[src/sbk_pkg.sv]
/*
  Shared constants and types for the serial port with Break generation,
  Break and wake-up detection and synchronous master transmission.
  Assumes a single 100 MHz clock and an AXI4-Lite register bus.
*/
package sbk_pkg;

  // ********************************************************
  // Register map
  // ********************************************************
  localparam int SBK_AW = 8;
  localparam logic [7:0] OFS_CTRL = 8'h00;
  localparam logic [7:0] OFS_STAT = 8'h04;
  localparam logic [7:0] OFS_TXD = 8'h08;
  localparam logic [7:0] OFS_RXD = 8'h0C;
  localparam logic [7:0] OFS_BAUD = 8'h10;
  localparam logic [15:0] BAUD_RST = 16'h0363;
  localparam logic [1:0] RESP_OKAY = 2'h0;
  localparam logic [1:0] RESP_SLVERR = 2'h2;

  // ********************************************************
  // Frame shapes
  // ********************************************************
  localparam logic [3:0] BITS_ASYNC = 4'hA;
  localparam logic [3:0] BITS_BREAK = 4'hE;
  localparam logic [3:0] BITS_SYNC = 4'h8;
  localparam logic [2:0] RX_LAST_BIT = 3'h7;

  // Control register, port_enable is bit 0.
  typedef struct packed {
    logic auto_baud_arm;
    logic wake_up_enable;
    logic clock_polarity;
    logic continuous_receive_enable;
    logic single_receive_enable;
    logic break_request;
    logic transmit_enable;
    logic clock_source_master;
    logic sync_mode;
    logic port_enable;
  } sbk_ctrl_s;

  typedef enum logic {TX_IDLE = 1'b0, TX_SHIFT = 1'b1} sbk_tx_e;

  typedef enum logic [1:0] {
    RX_IDLE = 2'b00,
    RX_START = 2'b01,
    RX_DATA = 2'b11,
    RX_STOP = 2'b10
  } sbk_rx_e;

endpackage

[src/sbk_serial_port.sv]
/*
  Serial port: asynchronous transmit with Break, asynchronous receive with
  Break and wake-up detection, and synchronous master transmission.
  Assumes an AXI4-Lite master on aclk and that the data pin input comes
  from outside the clock domain.
*/
// Chosen here: the address map and the AXI4-Lite interface to the registers.
`timescale 1ns/1ps
module sbk_serial_port
  import sbk_pkg::*;
#(
  parameter int BAUD_W = 16
) (
  input wire logic aclk,
  input wire logic aresetn,
  input wire logic [SBK_AW-1:0] s_axi_awaddr,
  input wire logic s_axi_awvalid,
  output logic s_axi_awready,
  input wire logic [31:0] s_axi_wdata,
  input wire logic [3:0] s_axi_wstrb,
  input wire logic s_axi_wvalid,
  output logic s_axi_wready,
  output logic [1:0] s_axi_bresp,
  output logic s_axi_bvalid,
  input wire logic s_axi_bready,
  input wire logic [SBK_AW-1:0] s_axi_araddr,
  input wire logic s_axi_arvalid,
  output logic s_axi_arready,
  output logic [31:0] s_axi_rdata,
  output logic [1:0] s_axi_rresp,
  output logic s_axi_rvalid,
  input wire logic s_axi_rready,
  input wire logic receive_data_pin_in,
  output logic receive_data_pin_out,
  output logic receive_data_pin_oe_n,
  output logic transmit_clock_pin_out,
  output logic transmit_clock_pin_oe_n
);

  // ********************************************************
  // State
  // ********************************************************
  typedef struct packed {
    sbk_ctrl_s ctrl;
    logic [BAUD_W-1:0] baud;
    logic [7:0] tdr;
    logic tdr_full;
    logic tdr_brk;
    sbk_tx_e tx;
    logic [13:0] transmit_shift_reg;
    logic [3:0] tcnt;
    logic half;
    logic cur_brk;
    logic [BAUD_W-1:0] bcnt;
    sbk_rx_e rx;
    logic [2:0] rs;
    logic [BAUD_W-1:0] rxc;
    logic [2:0] rbit;
    logic [7:0] rsr;
    logic [7:0] rdr;
    logic rcv;
    logic framing_error_flag;
    logic ck;
    logic ck_oe_n;
    logic dt;
    logic dt_oe_n;
    logic aw_got;
    logic w_got;
    logic [SBK_AW-1:0] awa;
    logic [31:0] wd;
    logic [3:0] ws;
    logic awrdy;
    logic wrdy;
    logic bvalid;
    logic [1:0] bresp;
    logic arrdy;
    logic rvalid;
    logic [31:0] rdata;
    logic [1:0] rresp;
  } sbk_state_s;

  sbk_state_s st_reg;
  sbk_state_s st_next;

  if (BAUD_W < 2 || BAUD_W > 16) begin : g_chk
    $error("BAUD_W must lie between 2 and 16");
  end

  function automatic logic [15:0] merge16(input logic [15:0] old,
                                          input logic [31:0] d,
                                          input logic [3:0] be);
    merge16 = {be[1] ? d[15:8] : old[15:8], be[0] ? d[7:0] : old[7:0]};
  endfunction

  // ********************************************************
  // Next state
  // ********************************************************
  always_comb begin
    logic tick;
    logic wr_do;
    logic tx_ok;
    logic sync_tx;
    logic rx_fall;
    logic rx_rise;
    logic rx_line;
    logic [15:0] cv;
    st_next = st_reg;
    tick = 1'b0;
    wr_do = 1'b0;
    cv = '0;
    st_next.rs = {st_reg.rs[1:0], receive_data_pin_in};
    rx_line = st_reg.rs[1];
    rx_fall = st_reg.rs[2] && !st_reg.rs[1];
    rx_rise = !st_reg.rs[2] && st_reg.rs[1];
    sync_tx = st_reg.ctrl.sync_mode && st_reg.ctrl.clock_source_master
      && !st_reg.ctrl.single_receive_enable
      && !st_reg.ctrl.continuous_receive_enable;
    tx_ok = st_reg.ctrl.port_enable && st_reg.ctrl.transmit_enable
      && (!st_reg.ctrl.sync_mode || sync_tx);

    // ********************************************************
    // Register bus
    // ********************************************************
    if (s_axi_awvalid && st_reg.awrdy) begin
      st_next.aw_got = 1'b1;
      st_next.awa = s_axi_awaddr;
    end
    if (s_axi_wvalid && st_reg.wrdy) begin
      st_next.w_got = 1'b1;
      st_next.wd = s_axi_wdata;
      st_next.ws = s_axi_wstrb;
    end
    if (st_next.aw_got && st_next.w_got && !st_reg.bvalid) begin
      wr_do = 1'b1;
      st_next.aw_got = 1'b0;
      st_next.w_got = 1'b0;
      st_next.bvalid = 1'b1;
      st_next.bresp = RESP_OKAY;
      unique case (st_next.awa)
        OFS_CTRL: begin
          cv = merge16({6'h00, st_reg.ctrl}, st_next.wd, st_next.ws);
          st_next.ctrl = sbk_ctrl_s'(cv[9:0]);
        end
        OFS_BAUD: begin
          cv = merge16(16'(st_reg.baud), st_next.wd, st_next.ws);
          st_next.baud = cv[BAUD_W-1:0];
        end
        OFS_TXD: begin
          // A write into a full buffer is dropped; software waits for room.
          if (st_next.ws[0] && !st_reg.tdr_full) begin
            st_next.tdr_full = 1'b1;
            st_next.tdr = st_next.wd[7:0];
            // Only the first write after the request becomes the Break,
            // so the byte queued behind it goes out as data.
            st_next.tdr_brk = st_reg.ctrl.break_request
              && !st_reg.ctrl.sync_mode
              && !(st_reg.tx == TX_SHIFT && st_reg.cur_brk);
          end
        end
        OFS_STAT, OFS_RXD: begin
        end
        default: st_next.bresp = RESP_SLVERR;
      endcase
    end
    if (st_reg.bvalid && s_axi_bready) begin
      st_next.bvalid = 1'b0;
    end

    if (s_axi_arvalid && st_reg.arrdy) begin
      st_next.rvalid = 1'b1;
      st_next.rresp = RESP_OKAY;
      st_next.rdata = '0;
      unique case (s_axi_araddr)
        OFS_CTRL: st_next.rdata = {22'h000000, st_reg.ctrl};
        OFS_STAT: st_next.rdata = {28'h0000000, st_reg.framing_error_flag, st_reg.rcv,
          !st_reg.tdr_full, st_reg.tx == TX_IDLE};
        OFS_RXD: begin
          st_next.rdata = {24'h000000, st_reg.rdr};
          st_next.rcv = 1'b0;
        end
        OFS_BAUD: st_next.rdata = 32'(st_reg.baud);
        // The shifter and the buffer stay hidden; this offset reads zero.
        OFS_TXD: begin
        end
        default: st_next.rresp = RESP_SLVERR;
      endcase
    end
    if (st_reg.rvalid && s_axi_rready) begin
      st_next.rvalid = 1'b0;
    end

    // ********************************************************
    // Transmitter
    // ********************************************************
    if (st_reg.tx == TX_SHIFT) begin
      if (st_reg.bcnt == '0) begin
        tick = 1'b1;
        st_next.bcnt = st_reg.baud;
      end else begin
        st_next.bcnt = st_reg.bcnt - 1'b1;
      end
    end
    if (tick) begin
      st_next.half = st_reg.ctrl.sync_mode && !st_reg.half;
      if (st_reg.ctrl.sync_mode && st_reg.half) begin
        st_next.ck = st_reg.ctrl.clock_polarity;
      end else if (st_reg.tcnt == '0) begin
        st_next.tx = TX_IDLE;
        st_next.half = 1'b0;
        if (st_reg.cur_brk) begin
          st_next.ctrl.break_request = 1'b0;
        end
      end else begin
        // Data and the leading clock edge move together.
        st_next.dt = st_reg.transmit_shift_reg[0];
        st_next.ck = st_reg.ctrl.sync_mode ? !st_reg.ctrl.clock_polarity
          : st_reg.transmit_shift_reg[0];
        st_next.transmit_shift_reg = {1'b1, st_reg.transmit_shift_reg[13:1]};
        st_next.tcnt = st_reg.tcnt - 1'b1;
      end
    end
    if (st_next.tx == TX_IDLE && st_next.tdr_full && tx_ok) begin
      st_next.tx = TX_SHIFT;
      st_next.tdr_full = 1'b0;
      st_next.cur_brk = st_next.tdr_brk;
      st_next.bcnt = st_reg.baud;
      st_next.half = 1'b0;
      if (st_reg.ctrl.sync_mode) begin
        st_next.transmit_shift_reg = {6'h3F, st_next.tdr};
        st_next.tcnt = BITS_SYNC;
      end else if (st_next.tdr_brk) begin
        st_next.transmit_shift_reg = 14'h2000;
        st_next.tcnt = BITS_BREAK;
      end else begin
        st_next.transmit_shift_reg = {5'h1F, st_next.tdr, 1'b0};
        st_next.tcnt = BITS_ASYNC;
      end
    end
    if (st_next.tx == TX_IDLE) begin
      st_next.ck = st_reg.ctrl.sync_mode ? st_reg.ctrl.clock_polarity : 1'b1;
      st_next.dt = 1'b1;
    end
    st_next.ck_oe_n = !(st_reg.ctrl.port_enable && (!st_reg.ctrl.sync_mode
      || st_reg.ctrl.clock_source_master));
    st_next.dt_oe_n = !(st_reg.ctrl.port_enable && sync_tx);

    // ********************************************************
    // Receiver
    // ********************************************************
    if (st_reg.ctrl.wake_up_enable) begin
      st_next.rx = RX_IDLE;
      if (rx_fall) begin
        st_next.rcv = 1'b1;
      end
      if (rx_rise) begin
        st_next.ctrl.wake_up_enable = 1'b0;
      end
    end else if (!st_reg.ctrl.port_enable || st_reg.ctrl.sync_mode
                 || !st_reg.ctrl.continuous_receive_enable) begin
      st_next.rx = RX_IDLE;
    end else begin
      st_next.rxc = st_reg.rxc - 1'b1;
      unique case (st_reg.rx)
        RX_IDLE: begin
          if (rx_fall) begin
            st_next.rx = RX_START;
            st_next.rxc = st_reg.baud >> 1;
          end
        end
        RX_START: begin
          if (st_reg.rxc == '0) begin
            st_next.rxc = st_reg.baud;
            st_next.rbit = '0;
            st_next.rx = rx_line ? RX_IDLE : RX_DATA;
          end
        end
        RX_DATA: begin
          if (st_reg.rxc == '0) begin
            st_next.rxc = st_reg.baud;
            st_next.rsr = {rx_line, st_reg.rsr[7:1]};
            st_next.rbit = st_reg.rbit + 1'b1;
            if (st_reg.rbit == RX_LAST_BIT) begin
              st_next.rx = RX_STOP;
            end
          end
        end
        RX_STOP: begin
          if (st_reg.rxc == '0) begin
            // A Break lands here as 00h with a low stop bit.
            st_next.rx = RX_IDLE;
            st_next.rdr = st_reg.rsr;
            st_next.framing_error_flag = !rx_line;
            st_next.rcv = 1'b1;
          end
        end
      endcase
    end

    // Clearing the port enable acts as a reset of both shifters.
    if (!st_reg.ctrl.port_enable && !wr_do) begin
      st_next.tx = TX_IDLE;
      st_next.tdr_full = 1'b0;
    end

    st_next.awrdy = !st_next.aw_got && !st_next.bvalid;
    st_next.wrdy = !st_next.w_got && !st_next.bvalid;
    st_next.arrdy = !st_next.rvalid;

    if (!aresetn) begin
      st_next = '0;
      st_next.baud = BAUD_RST[BAUD_W-1:0];
      st_next.rs = 3'h7;
      st_next.ck = 1'b1;
      st_next.dt = 1'b1;
      st_next.ck_oe_n = 1'b1;
      st_next.dt_oe_n = 1'b1;
    end
  end

  always_ff @(posedge aclk) begin
    st_reg <= st_next;
  end

  // ********************************************************
  // Outputs
  // ********************************************************
  assign s_axi_awready = st_reg.awrdy;
  assign s_axi_wready = st_reg.wrdy;
  assign s_axi_bvalid = st_reg.bvalid;
  assign s_axi_bresp = st_reg.bresp;
  assign s_axi_arready = st_reg.arrdy;
  assign s_axi_rvalid = st_reg.rvalid;
  assign s_axi_rdata = st_reg.rdata;
  assign s_axi_rresp = st_reg.rresp;
  // Async mode frames leave on the clock pin; sync data on the data pin.
  assign transmit_clock_pin_out = st_reg.ck;
  assign transmit_clock_pin_oe_n = st_reg.ck_oe_n;
  assign receive_data_pin_out = st_reg.dt;
  assign receive_data_pin_oe_n = st_reg.dt_oe_n;

endmodule

[config.mk]
export PLATFORM = sky130hd
export DESIGN_NAME = sbk_serial_port
export DESIGN_NICKNAME = d
export VERILOG_FILES = /design/src/sbk_pkg.sv /design/src/sbk_serial_port.sv
export SDC_FILE = /design/constraint.sdc
export NUM_CORES = 1
export LEC_CHECK = 0
export BUFFER_PORTS_ARGS = -buffer_cell sky130_fd_sc_hd__buf_4
export CORE_UTILIZATION = 46
export DETAILED_ROUTE_END_ITERATION = 10
export GPL_TIMING_DRIVEN = 0
export PLACE_DENSITY = 0.76
export SYNTH_ARGS = -nofsm -noshare
export SYNTH_HDL_FRONTEND = slang
export SYNTH_SLANG_ARGS = --single-unit
export TNS_END_PERCENT = 30
[constraint.sdc]
create_clock -name aclk -period 6.2 [get_ports aclk]
set_clock_uncertainty 0.1 [all_clocks]
set_input_delay 0.62 -clock aclk [delete_from_list [all_inputs] [get_ports aclk]]
set_output_delay 0.62 -clock aclk [all_outputs]
set_load 0.05 [all_outputs]
==> results of run 1 <==
cell type report:
class,count,area [sq um],share of cell area
repair buffers,65,488,0.0512
clock buffers,23,458,0.0480
well taps,225,282,0.0295
flip-flops and latches,170,3400,0.357
multi-input cells,719,4220,0.442
inverters,22,82.6,0.00866
plain buffers,91,490,0.0514
clock inverters,7,119,0.0125
worst reg2reg max path: stages (launching register included):
cell	delay, ns
dfxtp_1	0.33
inv_1	0.08
ha_1	0.21
nor4b_2	0.47
nand3_1	0.32
nor4b_2	0.95
nor2_1	0.20
clkbuf_1	0.32
a21oi_1	0.20
o211ai_1	0.12
o211a_1	0.13
through the flow:
stage               utilization  worst slack [ns]  hold slack (ns)  cell area, sq um  power, W
floorplan                     -              3.03            0.286              8190   0.00128
global placement          0.518              2.62            0.305              8960   0.00134
detailed placement        0.518              2.58            0.302              8960   0.00134
CTS                       0.552              2.71            0.274              9540   0.00239
global route              0.552              2.42            0.278              9540   0.00246
finish                    0.552              2.66            0.277              9540   0.00238
final timing paths:
check / end / depth (start not counted) / slack [ns] / startpoint
setup / recovery: st_reg[125] / 10 / 2.66 / st_reg[112]
hold / removal: st_reg[128] / 2 / 0.28 / receive_data_pin_in
setup reg to reg: st_reg[125] / 10 / 2.66 / st_reg[112]
hold reg to reg: st_reg[129] / 1 / 0.32 / st_reg[128]
kinds of logic (layout without fill, tap and decap cells):
family          count (synthesis)  in the layout  share of synthesized area
mux                            60             60                     0.0756
buf+inv                       113            208                     0.0705
xor+xnor                        9              9                    0.00970
compound gates                240            240                      0.190
simple gates                  385            385                      0.225
other cells                     1             18                   0.000461
flops                         170            170                      0.419
fa+ha+maj                       7              7                     0.0108
synthesized netlist by cell type (4+ instances only):
cell         n  area share
nand4_1      7      0.0054
mux2i_1     49       0.060
inv_1       22       0.010
o211a_1      5      0.0062
a211o_1      4      0.0043
nand2_1    136       0.063
dfxtp_1    170        0.42
o211ai_1    10      0.0092
xor2_1       6      0.0065
mux2_2      11       0.015
and3_1       7      0.0054
or3_1       11      0.0085
buf_2        5      0.0031
o21ai_0     52       0.032
nor3_1      21       0.013
nor3b_1      4      0.0037
clkbuf_1    47       0.022
o221ai_1     6      0.0065
o31ai_1      5      0.0046
a31oi_1     16       0.012
a2bb2oi_1    4      0.0043
nor4_1      10      0.0077
a211oi_1    10      0.0092
o221a_2      4      0.0055
buf_4       36       0.033
and2_1      16       0.012
nand2b_1     8      0.0062
ha_1         7       0.011
o2bb2ai_1    5      0.0054
nand3_1     23       0.014
a21oi_1     85       0.052
a22o_1       7      0.0075
nor2_1     116       0.054
report_power, final:
| group | switching, W | internal (W) | leakage, nW |
|---|---|---|---|
| sequential | 0.00000908 | 0.00111 | 1.37 |
| clock | 0.000422 | 0.000640 | 0.273 |
| combinational | 0.000132 | 0.0000709 | 2.31 |
| total | 0.000563 | 0.00182 | 3.96 |
routing by layer:
layer | routed length, microns | GRT usage
met5 | 0 | 0
met4 | 948 | 0.132
met2 | 10100 | 0.399
met3 | 1940 | 0.0574
met1 | 9930 | 0.336
==> flow_metrics.py, run 1 <==
metrics = {
    "run_status": {
        "status": "finished clean",
    },
    "finish": {
        "nets": 1153,
        "n_antenna_cell": 0,
        "layout_common_cells": "dfxtp_1 (170), nand2_1 (136), nor2_1 (116)",
        "fillers": 1618,
        "syn_to_final_growth_pct": 17.3,
        "final_common_cell": "dfxtp_1",
        "largest_register_ffs": 143,
        "final_cells": 1322,
        "drive_above_1_share": 0.148,
    },
    "critical_path": {
        "cp_common_cell": "nor4b_2",
        "path_delay_family": "simple AND/OR/NAND/NOR gates",
        "slowest_delay_ns": 0.95,
        "cp_cell_sequence": "inv_1 > ha_1 > nor4b_2 > nand3_1 > nor4b_2 > nor2_1 > clkbuf_1 > a21oi_1 > o211ai_1 > o211a_1",
        "slowest_stage": "nor4b_2",
        "critical_path_class": "reg -> reg",
        "endpoint_kind": "flop",
        "timing.critical_path.buf_inv": 2,
        "critPathMaxFanout": 10,
        "worstPathRequired_ns": 6.42,
        "cp.arrival_ns": 3.76,
        "start_kind": "flop",
    },
    "routing": {
        "drc": 0,
        "vias": 7543,
        "via_per_inst": 5.71,
        "finalWirelength_microns": 23000,
        "first_iter_violations": 798,
        "drtPass1Iterations": 5,
        "ant_nets": 0,
        "post_drt_wl_per_cell_microns": 17.4,
    },
    "floorplan": {
        "initial_core_util": 0.470,
        "design.die.area_sq_um": 18200,
        "die_x_microns": 135,
        "die_h_microns": 135,
        "fp-row-count": 48,
        "fp.coreArea_sq_um": 17300,
        "ios": 105,
    },
    "cts": {
        "cts-resized-gates": 0,
        "hold_buffers": 0,
        "clock_path_buffers": 2,
        "htree_levels": 4,
        "insertion_delay_ns": 0.43,
        "cts_setup_buffers": 0,
        "cts_num_sinks": 170,
        "cts_tree": "built",
        "cts_root_buffer": "clkbuf_16",
        "clkTransAtPathRegs_ns": 0.06,
        "numCtsBuffers": 17,
    },
    "timing": {
        "post-route-period-util": 0.572,
        "hold_viol_final": 0,
        "setup_viol": 0,
        "tightest_slew_ns": 1.03,
        "fmax_mhz": 282,
        "tns_ns": 0,
        "rsz0062_at_grt": "no",
        "finalMaxSlewViolations": 0,
        "maxSlewHeadroom": 0.313,
        "layout_min_cycle_time_ns": 3.54,
    },
    "yosys": {
        "dominantRegCellSynth": "dfxtp_1",
        "yosysWarnings": 0,
        "ys_seq_area_frac": 0.419,
        "synth_edf_count": 0,
        "syn-cell-area_sq_um": 8130,
        "async_flop_share": 0,
        "synth_area_per_cell_sq_um": 8.25,
        "synthCells": 985,
        "synth_cell_type_count": 70,
        "ys_ff_latch": 170,
    },
    "grt": {
        "grt_max_degree": 17,
        "globalRoute.totalOverflow": 0,
        "antenna_found_initial": 0,
        "gr-usage-all-layers": 0.258,
        "grt_pass1_wl_microns": 36200,
        "grt_pass1_vias": 6931,
    },
    "placed_design": {
        "gp_congestion": 0.925,
        "numPortBuffers": 65,
        "hpwl_microns": 16200,
        "dp.cells": 1292,
    },
    "pwr": {
        "p_leak_nw": 3.96,
        "peakVddDrop_uv": 217,
        "power_density_nw_per_um2": 250,
    },
    "run": {
        "drv_cap": 0,
    },
    "worst_hold_path": {
        "hp-class": "in -> reg",
    },
}
Power figures use the tool's default switching activity.
==> run 2: changes to the inputs <==
--- a/config.mk
+++ b/config.mk
@@ -9,7 +9,7 @@
 export CORE_UTILIZATION = 46
 export DETAILED_ROUTE_END_ITERATION = 10
 export GPL_TIMING_DRIVEN = 0
-export PLACE_DENSITY = 0.76
+export PLACE_DENSITY = 0.78
 export SYNTH_ARGS = -nofsm -noshare
 export SYNTH_HDL_FRONTEND = slang
 export SYNTH_SLANG_ARGS = --single-unit
==> constraint.sdc (replaced) <==
create_clock -name aclk -period 3.1 [get_ports aclk]
set_clock_uncertainty 0.1 [all_clocks]
set_input_delay 0.31 -clock aclk [delete_from_list [all_inputs] [get_ports aclk]]
set_output_delay 0.31 -clock aclk [all_outputs]
set_load 0.05 [all_outputs]
==> flow_metrics.py, run 2 (synthesis results as in run 1) <==
metrics = {
    "run_status": {
        "status": "finished clean",
    },
    "timing": {
        "maxSlewHeadroom": 0.386,
        "layout_min_cycle_time_ns": 3.08,
        "tns_ns": 0,
        "setup_viol": 0,
        "finalMaxSlewViolations": 0,
        "tightest_slew_ns": 0.916,
        "rsz0062_at_grt": "yes",
        "hold_viol_final": 0,
        "fmax_mhz": 325,
        "post-route-period-util": 0.993,
    },
    "cts": {
        "htree_levels": 4,
        "insertion_delay_ns": 0.44,
        "numCtsBuffers": 17,
        "cts_root_buffer": "clkbuf_16",
        "cts_num_sinks": 170,
        "clock_path_buffers": 2,
        "clkTransAtPathRegs_ns": 0.06,
        "cts_tree": "built",
    },
    "floorplan": {
        "initial_core_util": 0.470,
        "die_h_microns": 135,
        "ios": 105,
        "die_x_microns": 135,
        "design.die.area_sq_um": 18200,
        "fp.coreArea_sq_um": 17300,
        "fp-row-count": 48,
    },
    "grt": {
        "globalRoute.totalOverflow": 0,
        "grt_max_degree": 17,
        "grt_pass1_vias": 6925,
        "grt_pass1_wl_microns": 35700,
        "gr-usage-all-layers": 0.254,
        "antenna_found_initial": 0,
    },
    "placed_design": {
        "hpwl_microns": 16100,
        "gp_congestion": 0.922,
        "place_area_sq_um": 8970,
        "numPortBuffers": 65,
        "dp.cells": 1292,
    },
    "routing": {
        "met1Wirelength_microns": 9720,
        "vias": 7667,
        "drtPass1Iterations": 6,
        "post_drt_wl_per_cell_microns": 17.3,
        "drc": 0,
        "met3WireLength_microns": 2110,
        "top_layer_used": "met4",
        "wl_met2_microns": 10600,
        "finalWirelength_microns": 23100,
        "first_iter_violations": 777,
        "ant_nets": 0,
        "via_per_inst": 5.75,
    },
    "finish": {
        "final_common_cell": "dfxtp_1",
        "multi_input_area_sq_um": 4350,
        "layout_common_cells": "dfxtp_1 (168), nand2_1 (136), nor2_1 (116)",
        "fillers": 1539,
        "nets": 1165,
        "stdcell_area_sq_um": 9820,
        "n_antenna_cell": 0,
        "seqCellArea_sq_um": 3410,
        "final_cells": 1334,
        "largest_register_ffs": 143,
        "drive_above_1_share": 0.177,
        "syn_to_final_growth_pct": 20.8,
    },
    "critical_path": {
        "start_kind": "flop",
        "cp_common_cell": "or4_4",
        "slowest_stage": "or4_4",
        "worstPathRequired_ns": 3.37,
        "critPathMaxFanout": 6,
        "critical_path_class": "reg -> reg",
        "endpoint_kind": "flop",
        "cp.arrival_ns": 3.34,
        "slowest_delay_ns": 0.61,
        "cp_cell_sequence": "inv_2 > ha_4 > or4b_4 > or4_4 > o41ai_4 > nand3_4 > or4_4 > o2bb2ai_4",
    },
    "pwr": {
        "peakVddDrop_uv": 398,
        "switchingPower_w": 0.00114,
        "sw_frac_of_total": 0.237,
        "power_density_nw_per_um2": 492,
        "p_leak_nw": 4.08,
        "internal-power_w": 0.00369,
        "sequentialPowerShare": 0.463,
        "p_total_w": 0.00483,
        "clockPowerShare": 0.452,
        "combPwrFrac": 0.086,
    },
    "worst_hold_path": {
        "hp-class": "in -> reg",
    },
    "run": {
        "drv_cap": 0,
    },
}
run 2: critical path: cells and delay by family (launching register included):
kind	cells	cell delay, ns
and+or+nand+nor	4	1.78
buffers and inverters	1	0.09
AOI/OAI and AO/OA	2	0.58
DFF	1	0.33
adders and majority gates	1	0.13
run 2: power groups by stage:
stage / combinational, W / sequential (W) / clock (W)
after global routing: 0.000440 / 0.00224 / 0.00228
after floorplan: 0.000258 / 0.00230 / 0
after detailed placement: 0.000398 / 0.00228 / 0
after global placement: 0.000395 / 0.00228 / 0
after CTS: 0.000401 / 0.00223 / 0.00218
final: 0.000414 / 0.00223 / 0.00218
run 2: final timing paths:
kind / start / slack (ns) / cells past startpoint / to
worst min register to register: st_reg[128] / 0.31 / 1 / st_reg[129]
worst max-delay path: st_reg[133] / 0.02 / 8 / st_reg[161]
worst min-delay path: s_axi_awaddr[6] / 0.03 / 3 / st_reg[83]
worst max register to register: st_reg[133] / 0.02 / 8 / st_reg[161]
run 2: metrics by stage:
step	util	setup WS, ns	hold slack (ns)
CTS	0.555	-0.0496	0.0284
global route	0.568	-0.0676	0.0410
detailed placement	0.518	-0.272	0.307
finish	0.568	0.0229	0.0329
floorplan	-	-0.0211	0.286
global placement	0.518	-0.231	0.303
run 2: repair_timing:
item,in CTS,in global routing
setup buffers,0,11
endpoints found under the hold margin,1,0
gates resized for setup,5,34
pin swaps,2,9
hold buffers,1,0
gates cloned,0,0
endpoints found under the setup margin,26,62
run 2: metal layers:
layer | global-route usage | vias up
met2 | 0.404 | 397
met5 | 0 | -
met3 | 0.0646 | 55
li1 | - | 3661
met1 | 0.324 | 3554
met4 | 0.112 | 0
run 2: area by class of cell:
class / instances / area share
timing repair buffer: 77 / 0.0604
tap: 225 / 0.0287
buffer: 91 / 0.0520
sequential: 170 / 0.347
multi-input combinational: 719 / 0.443
clock buffer: 23 / 0.0487
inverter: 22 / 0.00866
clock inverter: 7 / 0.0118
